`config.mk`:
```
export PLATFORM = sky130hd
export DESIGN_NAME = prot_switch
export DESIGN_NICKNAME = d
export VERILOG_FILES = /design/src/core/prot_switch_pkg.sv /design/src/core/prot_switch.sv
export SDC_FILE = /design/constraint.sdc
export NUM_CORES = 1
export LEC_CHECK = 0
export BUFFER_PORTS_ARGS = -buffer_cell sky130_fd_sc_hd__buf_2
export CORE_UTILIZATION = 58
export CTS_CLUSTER_DIAMETER = 60
export DETAILED_ROUTE_END_ITERATION = 16
export HOLD_SLACK_MARGIN = 0.08
export PLACE_DENSITY_LB_ADDON = 0.08
export SETUP_SLACK_MARGIN = 0.1
export SLEW_MARGIN = 20
export SYNTH_ARGS = -nofsm -noshare
export SYNTH_HDL_FRONTEND = slang
export SYNTH_SLANG_ARGS = --single-unit
```
`constraint.sdc`:
```
create_clock -name I_CLOCK -period 9.7 [get_ports I_CLOCK]
set_input_delay 1.94 -clock I_CLOCK [delete_from_list [all_inputs] [get_ports I_CLOCK]]
set_output_delay 1.94 -clock I_CLOCK [all_outputs]
set_load 0.01 [all_outputs]
```
`src/core/prot_switch_pkg.sv`:
```
// Package of constants and types for the 1+1 trail protection switch.
// Assumes a 100 MHz system clock; long counts are scaled through parameters of the top.
package prot_switch_pkg;
    // System clock rate.
    localparam int unsigned CLK_FREQ_HZ = 100_000_000;
    // Hold-off step and ceiling.
    localparam int unsigned HOLD_STEP_MS = 100;
    localparam int unsigned HOLD_MAX_S = 10;
    localparam logic [6:0] HOLD_MAX_STEPS = 7'h64;
    // Restore wait is programmed in minutes, nominally 5 to 12.
    localparam int unsigned RESTORE_MIN_DEFAULT = 5;
    localparam logic [3:0] RESTORE_RESET = 4'h5;
    // Switch completion bound.
    localparam int unsigned SWITCH_TIME_MS = 50;
    localparam int unsigned HOLD_STEP_CYCLES = HOLD_STEP_MS * (CLK_FREQ_HZ / 1000);
    localparam int unsigned MINUTE_CYCLES = 60 * CLK_FREQ_HZ;
    // Data width of a connection point.
    localparam int unsigned DATA_W = 8;
    // Operation type encoding.
    localparam logic OPER_NONREVERT = 1'b0;
    localparam logic OPER_REVERT = 1'b1;
    // External commands.
    typedef enum logic [3:0] {
        CMD_NONE = 4'h0,
        CMD_CLEAR = 4'h1,
        CMD_BARRED = 4'h2,
        CMD_FORCE0 = 4'h3,
        CMD_FORCE1 = 4'h4,
        CMD_MANUAL0 = 4'h5,
        CMD_MANUAL1 = 4'h6,
        CMD_TRIAL0 = 4'h7,
        CMD_TRIAL1 = 4'h8,
        CMD_BARRED_OR_FORCE = 4'h9
    } ext_cmd_t;
    // Active request priority, lowest first.
    typedef enum logic [3:0] {
        REQ_NONE = 4'h0,
        REQ_RESTORE = 4'h1,
        REQ_TRIAL = 4'h2,
        REQ_MANUAL = 4'h3,
        REQ_DEGRADE = 4'h4,
        REQ_FAIL = 4'h5,
        REQ_FORCE = 4'h6,
        REQ_BARRED = 4'h7
    } req_t;
endpackage : prot_switch_pkg

```
`src/core/prot_switch.sv`:
```
// 1+1 trail protection switch with bridge, selector and protection trail termination.
// Assumes pins of both paths come from outside the clock domain; the link clocks are sampled.
//
// What this block does
// Normal output carries working or protection signal, never a mix.
// Selection follows fail of each path, working degrade, protection degrade under manual 1 only, plus external commands.
// Normal input is bridged permanently to the working output.
// Normal input is bridged permanently to the protection output as well.
// Operation type change while idle leaves traffic undisturbed.
// New restore and hold-off times while idle leave traffic undisturbed.
// Revertive mode waits the restore interval before returning to working.
// Programmable hold-off of 0 to 10 s in 100 ms steps.
// Server signal fail of a path is its fail switching condition.
// Server signal degrade of a path is its degrade switching condition.
// Revertive mode accepts only barred, force 1, manual 1 and clear.
// Uni-directional non-revertive accepts barred, force or manual 0/1, clear.
// Bi-directional non-revertive also accepts trial 0/1 and barred-or-force.
// Bi-directional ends exchange active requests; far-end barred selects working, far-end degrade, fail or force selects protection.
// Termination source passes data, clock and frame start unchanged.
// Termination sink passes traffic up and reports protected trail state.
// Trail fail output follows the incoming server signal fail.
// Fail report cause needs server fail and the report enable.
// Switch completes within 50 ms once hold-off has expired.
// Fail and degrade rank high; protection path carries no extra traffic.
`timescale 1ns/10ps
module prot_switch #(
    parameter int unsigned HOLD_STEP_CYC = prot_switch_pkg::HOLD_STEP_CYCLES,
    parameter int unsigned MINUTE_CYC = prot_switch_pkg::MINUTE_CYCLES
) (
    // Clock and reset
    input wire logic I_CLOCK,
    input wire logic I_SYS_RST,
    // Working connection point in
    input wire logic [prot_switch_pkg::DATA_W-1:0] i_work_data,
    input wire logic i_work_clk,
    input wire logic i_work_fs,
    input wire logic i_work_server_signal_fail,
    input wire logic i_work_server_signal_degrade,
    // Protection connection point in
    input wire logic [prot_switch_pkg::DATA_W-1:0] i_prot_data,
    input wire logic i_prot_clk,
    input wire logic i_prot_fs,
    input wire logic i_prot_server_signal_fail,
    input wire logic i_prot_server_signal_degrade,
    input wire logic [3:0] i_switch_protocol_channel,
    // Normal connection point in
    input wire logic [prot_switch_pkg::DATA_W-1:0] i_norm_data,
    input wire logic i_norm_clk,
    input wire logic i_norm_fs,
    // Management
    input wire logic i_bidirectional,
    input wire logic i_operation_type,
    input wire logic [3:0] i_restore_wait_time,
    input wire logic [6:0] i_switch_delay_time,
    input wire logic [3:0] i_external_command,
    input wire logic i_external_command_valid,
    input wire logic i_fail_report_enable,
    // Working and protection outputs
    output logic [prot_switch_pkg::DATA_W-1:0] o_work_data,
    output logic o_work_clk,
    output logic o_work_fs,
    output logic [prot_switch_pkg::DATA_W-1:0] o_prot_data,
    output logic o_prot_clk,
    output logic o_prot_fs,
    output logic [3:0] o_switch_protocol_channel,
    // Normal output towards the layer above
    output logic [prot_switch_pkg::DATA_W-1:0] o_norm_data,
    output logic o_norm_clk,
    output logic o_norm_fs,
    output logic o_trail_fail_out,
    output logic o_fail_report_cause,
    // Status
    output logic o_select_prot,
    output logic o_switch_busy,
    output logic [3:0] o_active_request,
    output logic o_command_refused
);

    typedef struct packed {
        logic [1:0][14:0] ws;
        logic [1:0][14:0] ps;
        logic [1:0][11:0] ns;
        logic [1:0][3:0] aps_s;
        logic [1:0] wsf_s, wsd_s, psf_s, psd_s;
        logic [14:0] wq, pq;
        logic [11:0] nq;
        logic [3:0] cmd;
        logic oper;
        logic [3:0] wtr_min;
        logic [6:0] hold_steps;
        logic [31:0] tick;
        logic [31:0] minute;
        logic [6:0] hold_cnt;
        logic hold_run;
        logic [3:0] wtr_cnt;
        logic wtr_run;
        logic sel;
        logic [3:0] req;
        logic refused;
    } state_t;

    state_t r, next_r;

    function automatic logic cmd_ok(input logic [3:0] c, input logic oper, input logic bidir);
        logic ok;
        ok = 1'b0;
        if (oper == prot_switch_pkg::OPER_REVERT) begin
            ok = c inside {prot_switch_pkg::CMD_CLEAR, prot_switch_pkg::CMD_BARRED,
                           prot_switch_pkg::CMD_FORCE1, prot_switch_pkg::CMD_MANUAL1};
        end else begin
            ok = c inside {prot_switch_pkg::CMD_CLEAR, prot_switch_pkg::CMD_BARRED,
                           prot_switch_pkg::CMD_FORCE0, prot_switch_pkg::CMD_FORCE1,
                           prot_switch_pkg::CMD_MANUAL0, prot_switch_pkg::CMD_MANUAL1};
            if (bidir) begin
                ok = ok || c inside {prot_switch_pkg::CMD_TRIAL0, prot_switch_pkg::CMD_TRIAL1,
                                     prot_switch_pkg::CMD_BARRED_OR_FORCE};
            end
        end
        return ok;
    endfunction : cmd_ok

    always_comb begin
        logic wsf, wsd, psf, psd, fault, want, busy, hold_done;
        logic [3:0] peer;
        next_r = r;
        // Two-stage sampling of path, normal, protocol channel, bidirectional and operation type inputs.
        next_r.ws = {r.ws[0], {i_work_data, i_work_clk, i_work_fs, i_work_server_signal_fail,
                     i_work_server_signal_degrade, 3'b000}};
        next_r.ps = {r.ps[0], {i_prot_data, i_prot_clk, i_prot_fs, i_prot_server_signal_fail,
                     i_prot_server_signal_degrade, 3'b000}};
        next_r.ns = {r.ns[0], {i_norm_data, i_norm_clk, i_norm_fs, i_bidirectional, i_operation_type}};
        next_r.aps_s = {r.aps_s[0], i_switch_protocol_channel};
        wsf = r.ws[1][4];
        wsd = r.ws[1][3];
        psf = r.ps[1][4];
        psd = r.ps[1][3];
        peer = r.aps_s[1];
        next_r.wq = r.ws[1];
        next_r.pq = r.ps[1];
        next_r.nq = r.ns[1];
        busy = (r.req != prot_switch_pkg::REQ_NONE) || r.hold_run || r.wtr_run;
        // Operation type, restore and hold-off times are taken only while no switching is active or pending.
        if (!busy) begin
            next_r.oper = r.ns[1][0];
            next_r.wtr_min = i_restore_wait_time;
            next_r.hold_steps = (i_switch_delay_time > prot_switch_pkg::HOLD_MAX_STEPS) ?
                prot_switch_pkg::HOLD_MAX_STEPS : i_switch_delay_time;
        end
        next_r.refused = 1'b0;
        if (i_external_command_valid) begin
            if (cmd_ok(i_external_command, r.oper, r.ns[1][1])) begin
                next_r.cmd = (i_external_command == prot_switch_pkg::CMD_CLEAR) ?
                    prot_switch_pkg::CMD_NONE : i_external_command;
            end else begin
                next_r.refused = 1'b1;
            end
        end
        // Hold-off timer on a new working fault.
        fault = wsf || wsd;
        next_r.tick = (r.tick >= HOLD_STEP_CYC - 1) ? 32'h0 : r.tick + 32'h1;
        if (!fault) begin
            next_r.hold_run = 1'b0;
            next_r.hold_cnt = 7'h0;
        end else if (r.req < prot_switch_pkg::REQ_DEGRADE && !r.hold_run && r.hold_cnt == 7'h0) begin
            next_r.hold_run = (r.hold_steps != 7'h0);
        end else if (r.hold_run && r.tick == 32'h0) begin
            next_r.hold_cnt = r.hold_cnt + 7'h1;
            if (r.hold_cnt + 7'h1 >= r.hold_steps) begin
                next_r.hold_run = 1'b0;
            end
        end
        // A working fault is acted on only once its hold-off has fully run out; protection fail is acted on at once.
        hold_done = !r.hold_run && (r.hold_cnt >= r.hold_steps);
        // Priority resolution; fail and degrade outrank manual and trial.
        want = r.sel;
        next_r.req = prot_switch_pkg::REQ_NONE;
        if (r.cmd == prot_switch_pkg::CMD_BARRED || (r.ns[1][1] && peer == prot_switch_pkg::REQ_BARRED)) begin
            want = 1'b0;
            next_r.req = prot_switch_pkg::REQ_BARRED;
        end else if (r.cmd inside {prot_switch_pkg::CMD_FORCE0, prot_switch_pkg::CMD_FORCE1,
                                   prot_switch_pkg::CMD_BARRED_OR_FORCE}) begin
            want = (r.cmd != prot_switch_pkg::CMD_FORCE0) && !psf;
            next_r.req = prot_switch_pkg::REQ_FORCE;
        end else if (psf) begin
            want = 1'b0;
            next_r.req = prot_switch_pkg::REQ_FAIL;
        end else if (fault && hold_done) begin
            want = 1'b1;
            next_r.req = wsf ? prot_switch_pkg::REQ_FAIL : prot_switch_pkg::REQ_DEGRADE;
        end else if (r.ns[1][1] && peer >= prot_switch_pkg::REQ_DEGRADE) begin
            want = 1'b1;
            next_r.req = peer;
        end else if (r.cmd inside {prot_switch_pkg::CMD_MANUAL0, prot_switch_pkg::CMD_MANUAL1}) begin
            want = (r.cmd == prot_switch_pkg::CMD_MANUAL1) && !psd;
            next_r.req = prot_switch_pkg::REQ_MANUAL;
        end else if (r.cmd inside {prot_switch_pkg::CMD_TRIAL0, prot_switch_pkg::CMD_TRIAL1}) begin
            next_r.req = prot_switch_pkg::REQ_TRIAL; // trial keeps traffic where it is
        end else if (r.sel && r.oper == prot_switch_pkg::OPER_REVERT && !fault) begin
            next_r.req = prot_switch_pkg::REQ_RESTORE;
            if (!r.wtr_run) begin
                next_r.wtr_run = 1'b1;
                next_r.wtr_cnt = 4'h0;
            end else if (next_r.tick == 32'h0 && r.tick == 32'h0) begin
                next_r.wtr_run = 1'b1;
            end
        end
        // Restore wait counted up in minutes, scaled by the minute prescaler.
        if (r.wtr_run && r.req == prot_switch_pkg::REQ_RESTORE) begin
            if (r.minute >= MINUTE_CYC - 1) begin
                next_r.minute = 32'h0;
                next_r.wtr_cnt = r.wtr_cnt + 4'h1;
            end else begin
                next_r.minute = r.minute + 32'h1;
            end
        end else begin
            next_r.minute = 32'h0;
        end
        if (next_r.req != prot_switch_pkg::REQ_RESTORE) begin
            next_r.wtr_run = 1'b0;
            next_r.wtr_cnt = 4'h0;
        end
        if (r.wtr_run && r.req == prot_switch_pkg::REQ_RESTORE) begin
            if (r.wtr_cnt >= r.wtr_min) begin
                want = 1'b0;
                next_r.wtr_run = 1'b0;
                next_r.req = prot_switch_pkg::REQ_NONE;
            end
        end
        next_r.sel = want;
        if (next_r.req == prot_switch_pkg::REQ_NONE && !r.wtr_run) begin
            next_r.sel = (r.oper == prot_switch_pkg::OPER_REVERT) ? 1'b0 : want;
        end
    end

    always_ff @(posedge I_CLOCK or posedge I_SYS_RST) begin
        if (I_SYS_RST) begin
            r <= '0;
            r.wtr_min <= prot_switch_pkg::RESTORE_RESET;
        end else begin
            r <= next_r;
        end
    end

    // Bridge: both outputs always carry the normal input; no extra traffic on protection.
    assign o_work_data = r.nq[11:4];
    assign o_work_clk = r.nq[3];
    assign o_work_fs = r.nq[2];
    assign o_prot_data = r.nq[11:4];
    assign o_prot_clk = r.nq[3];
    assign o_prot_fs = r.nq[2];
    assign o_switch_protocol_channel = r.req;
    // Selector: whole-signal choice, never mixed.
    assign o_norm_data = r.sel ? r.pq[14:7] : r.wq[14:7];
    assign o_norm_clk = r.sel ? r.pq[6] : r.wq[6];
    assign o_norm_fs = r.sel ? r.pq[5] : r.wq[5];
    assign o_trail_fail_out = r.sel ? r.pq[4] : r.wq[4];
    assign o_fail_report_cause = o_trail_fail_out && i_fail_report_enable;
    assign o_select_prot = r.sel;
    assign o_switch_busy = (r.req != prot_switch_pkg::REQ_NONE) || r.hold_run || r.wtr_run;
    assign o_active_request = r.req;
    assign o_command_refused = r.refused;

endmodule : prot_switch

```
==> implementation parameters <==
Parameter                              Value

Status
  Result of the run ... finished, final reports clean

Timing
  Final Setup Violations ... 0
  Post-layout min period ... 4.220 ns
  Crit share post-route ... 43.51%
  Unrepaired setup endpoints after global routing ... no
  Final setup TNS ... 0 ns
  Hold Vio Cnt, Final ... 0
  Peak Freq ... 237.0 MHz
  Clock Skews ... 0.01740 ns
  Final number of max-transition violations ... 0
  Worst Tran Pin Value ... 0.9343 ns
  Headroom to the max-slew limit ... 37.14%

Logic synthesis
  Share of synthesized flip-flops with an asynchronous set or reset ... 100.0%
  Flip-flop and latch count after synthesis ... 211
  Top cells by area in the synthesized netlist ... sky130_fd_sc_hd__dfrtp_1 (62%), sky130_fd_sc_hd__nor2_1 (3.8%), sky130_fd_sc_hd__ha_1 (3.6%), sky130_fd_sc_hd__xor2_1 (3.2%), sky130_fd_sc_hd__mux2_2 (2.9%)
  Yosys warns ... 0
  Share of the yosys chip area belonging to registers ... 62.50%
  Number of synthesized flops with an enable pin ... 0
  Post-synthesis average cell area ... 11.94 µm²
  Cell Area, Synth ... 8452 µm²
  Count of mapped cells out of synthesis ... 708
  Cell taking the most area after synthesis ... sky130_fd_sc_hd__dfrtp_1
  Synth cell types ... 59
  Predominant post-synthesis flop cell ... sky130_fd_sc_hd__dfrtp_1
  Synth top area share ... 61.88%

Power and ir drop
  Switching share of total power ... 25.56%
  Power share of the clock group ... 40.2%
  Combinational share of power ... 12.4%
  Pwr Density ... 217.9 nW/µm²
  Proportion of power drawn by flip-flops and latches ... 47.4%
  Standby leakage power ... 4.439 nW
  Maximum ir drop on the vdd rail ... 171.5 µV
  Power dissipated by switching net loads ... 0.5431 mW
  Internal power component ... 1.582 mW

Critical path
  Crit path largest cell delay ... 0.13 ns
  Cell family with the largest share of critical-path delay ... buffers and inverters
  Worst setup path startpoint ... i_fail_report_enable
  Crit path depth ... 3
  Critical path's most frequent cell ... sky130_fd_sc_hd__buf_2
  Buffers & Inverters on Critical Path ... 2
  Slowest CP cell ... sky130_fd_sc_hd__buf_2
  CP Cell Sequence ... buf_2 -> and2_1 -> buf_2
  Reg-to-Reg Start ... r[19]
  Reg2reg path depth ... 7
  Worst Setup End Kind ... primary output
  Largest driver fanout on the critical path ... 1
  Capturing element of the worst setup path ... o_fail_report_cause
  Critical Path Source Type ... input port
  CP Class ... input port to primary output
  Arrival @ worst endpoint ... 2.28 ns
  Worst path required time ... 7.76 ns
  Reg2Reg Capture Point ... r[43]
  Setup slack, reg-to-reg ... 7.05 ns

Clocking
  Htree depth ... 1
  Clock-pin slew on the worst setup and hold paths ... 0.07 ns
  Clock sinks ... 211
  Hold buffer count at CTS ... 0
  Source-to-sink clock delay at the later pin of the worst-skew pair ... 0.50 ns
  CTS-repair resized insts ... 0
  CTS tree ... yes
  Post-CTS setup repair buffer count ... 0
  Max Root-Sink Buffers ... 3
  Buffer cell driving the clock tree root ... sky130_fd_sc_hd__clkbuf_16
  Number of buffers added by the clock tree synthesis step ... 22

Floorplanning
  Area of the core region ... 14040 µm²
  Width of the die ... 122.7 µm
  I/O pins ... 102
  Die Y ... 122.7 µm
  Number of cell rows ... 43
  Initial Util ... 60.19%
  Die area ... 15060 µm²

Finish
  Most common library cell in the layout ignoring fill and taps ... sky130_fd_sc_hd__dfrtp_1
  Commonest cells after routing, fill and taps aside ... sky130_fd_sc_hd__dfrtp_1 (209), sky130_fd_sc_hd__buf_2 (101), sky130_fd_sc_hd__nor2_1 (85)
  Final Net Count ... 889
  P&R area growth vs syn ... 15.38%
  Final core utilization ... 69.45%
  Fraction of layout instances using a drive strength above 1 ... 21.41%
  Number of fill cells ... 987

GRT
  Overall fraction of global-route tracks in use ... 21.05%
  Largest net degree at the start of global routing ... 132
  GRT Residual Overflow ... 0
  Vias in the first global route ... 5437
  First-pass GRT wire length ... 25100 µm
  Initial antenna violation count ... 0

Min path
  Type of the tightest min-delay check ... flip-flop to flip-flop

Place
  Global placement routability congestion ... 0.8579
  Detail Placement HPWL ... 10100 µm
  IO Port Bufs ... 101

Routing
  Total wire length after detailed routing ... 15200 µm
  Starting DRT DRC Count ... 315
  Routed length per instance ... 15.16 µm
  Vias after detailed routing ... 5371
  Vias per std cell ... 5.355
  Routed Antenna Nets ... 0
  Number of optimization iterations in the first detailed-route pass ... 5
  DRC violations left ... 0

Run
  Reported max-cap violation count ... 0
[cells in the mapped netlist (3+ instances only)]
cell                       number
sky130_fd_sc_hd__a211o_1        3
sky130_fd_sc_hd__a21o_1         6
sky130_fd_sc_hd__a21oi_1       19
sky130_fd_sc_hd__a311oi_1       3
sky130_fd_sc_hd__a31oi_1        4
sky130_fd_sc_hd__and2_1         3
sky130_fd_sc_hd__and3_1         9
sky130_fd_sc_hd__and4_1         6
sky130_fd_sc_hd__buf_2          3
sky130_fd_sc_hd__buf_4         26
sky130_fd_sc_hd__clkbuf_1       5
sky130_fd_sc_hd__dfrtp_1      209
sky130_fd_sc_hd__ha_1          24
sky130_fd_sc_hd__inv_1         28
sky130_fd_sc_hd__mux2_2        22
sky130_fd_sc_hd__mux2i_1        3
sky130_fd_sc_hd__nand2_1       47
sky130_fd_sc_hd__nand2b_1       3
sky130_fd_sc_hd__nand3_1       26
sky130_fd_sc_hd__nand3b_1       6
sky130_fd_sc_hd__nand4_1       15
sky130_fd_sc_hd__nor2_1        85
sky130_fd_sc_hd__nor2b_1        6
sky130_fd_sc_hd__nor3_1        10
sky130_fd_sc_hd__nor4_1        12
sky130_fd_sc_hd__o21ai_0       17
sky130_fd_sc_hd__or2_2          3
sky130_fd_sc_hd__or3_1          9
sky130_fd_sc_hd__xnor2_1       27
sky130_fd_sc_hd__xor2_1        31
[state kept, by name (all words and copies together) (netlist names)]
register / cells
r: 119
next_r: 76
o_prot_data: 8
o_active_request: 4
o_command_refused: 1
o_prot_clk: 1
o_prot_fs: 1
o_select_prot: 1
[worst min path at each step]
stage / startpoint / to / slack, ns / depth (start not counted)
after detailed placement: next_r[209] / next_r[124] / 0.33 / 0
after CTS: next_r[233] / next_r[133] / 0.35 / 0
final: next_r[233] / next_r[133] / 0.34 / 0
after global routing: next_r[136] / r[136] / 0.34 / 0
after floorplan: next_r[170] / next_r[100] / 0.33 / 0
after global placement: next_r[179] / next_r[109] / 0.33 / 0
[cells by family (layout without fill, tap and decap cells)]
logic type | after synthesis | after routing | synth area share, %
simple gates | 248 | 248 | 14.49
buf+inv | 65 | 171 | 4.175
mux | 25 | 25 | 3.286
compound gates | 76 | 76 | 5.937
other cells | 1 | 10 | 0.04437
fa+ha+maj | 24 | 24 | 3.553
flops | 211 | 211 | 62.50
xor+xnor | 58 | 58 | 6.010
[metal layers]
metal	wire (µm)	GRT usage (%)	part of all wire, %	vias to the layer above
met5	0	0	0	-
met1	6636	27.03	44	2602
met2	7283	35.18	48	139
li1	-	-	-	2597
met4	318	6.479	2.1	0
met3	964	5.344	6.3	33
[power by group through the flow]
stage | logic, mW | registers (mW) | clock network [mW]
2_1_floorplan | 0.209 | 0.997 | 0
3_3_place_gp | 0.252 | 1.02 | 0
3_5_place_dp | 0.263 | 1.02 | 0
4_1_cts | 0.266 | 1.01 | 0.876
5_1_grt | 0.298 | 1.02 | 0.908
6_report | 0.264 | 1.01 | 0.855
[cell type report]
class	instances	area, µm²	share of cell area (%)
clock inverter	12	130.1	1.334
sequential	211	5283	54.17
tap	180	225.2	2.309
multi-input combinational	440	2846	29.19
clock buffer	28	624.3	6.402
timing repair buffer	103	528.0	5.414
inverter	28	112.6	1.155
antenna	1	2.502	0.02566
[worst reg2reg max path: stages, from the launching register on]
cell and delay, ns:
sky130_fd_sc_hd__dfrtp_1 0.39, sky130_fd_sc_hd__ha_1 0.23, sky130_fd_sc_hd__nand4_1 0.25, sky130_fd_sc_hd__nor4_1 0.84
sky130_fd_sc_hd__nand4_1 0.38, sky130_fd_sc_hd__nor2_1 0.21, sky130_fd_sc_hd__xnor2_1 0.14, sky130_fd_sc_hd__nor2_1 0.06
[stage by stage]
stage                     cell area [µm²]  power, mW  cells  hold slack [ns]  setup WS, ns
after floorplan                      8482      1.206    716           0.3312         1.997
after global placement               8980      1.269    961           0.3313         5.476
after detailed placement             8980      1.284    961           0.3347         5.479
after CTS                            9734      2.149   1001           0.3453         5.477
after global routing                 9749      2.223   1002           0.3450         5.402
final                                9752      2.125   1003           0.3417         5.480
(Power assumes the default switching activity.)
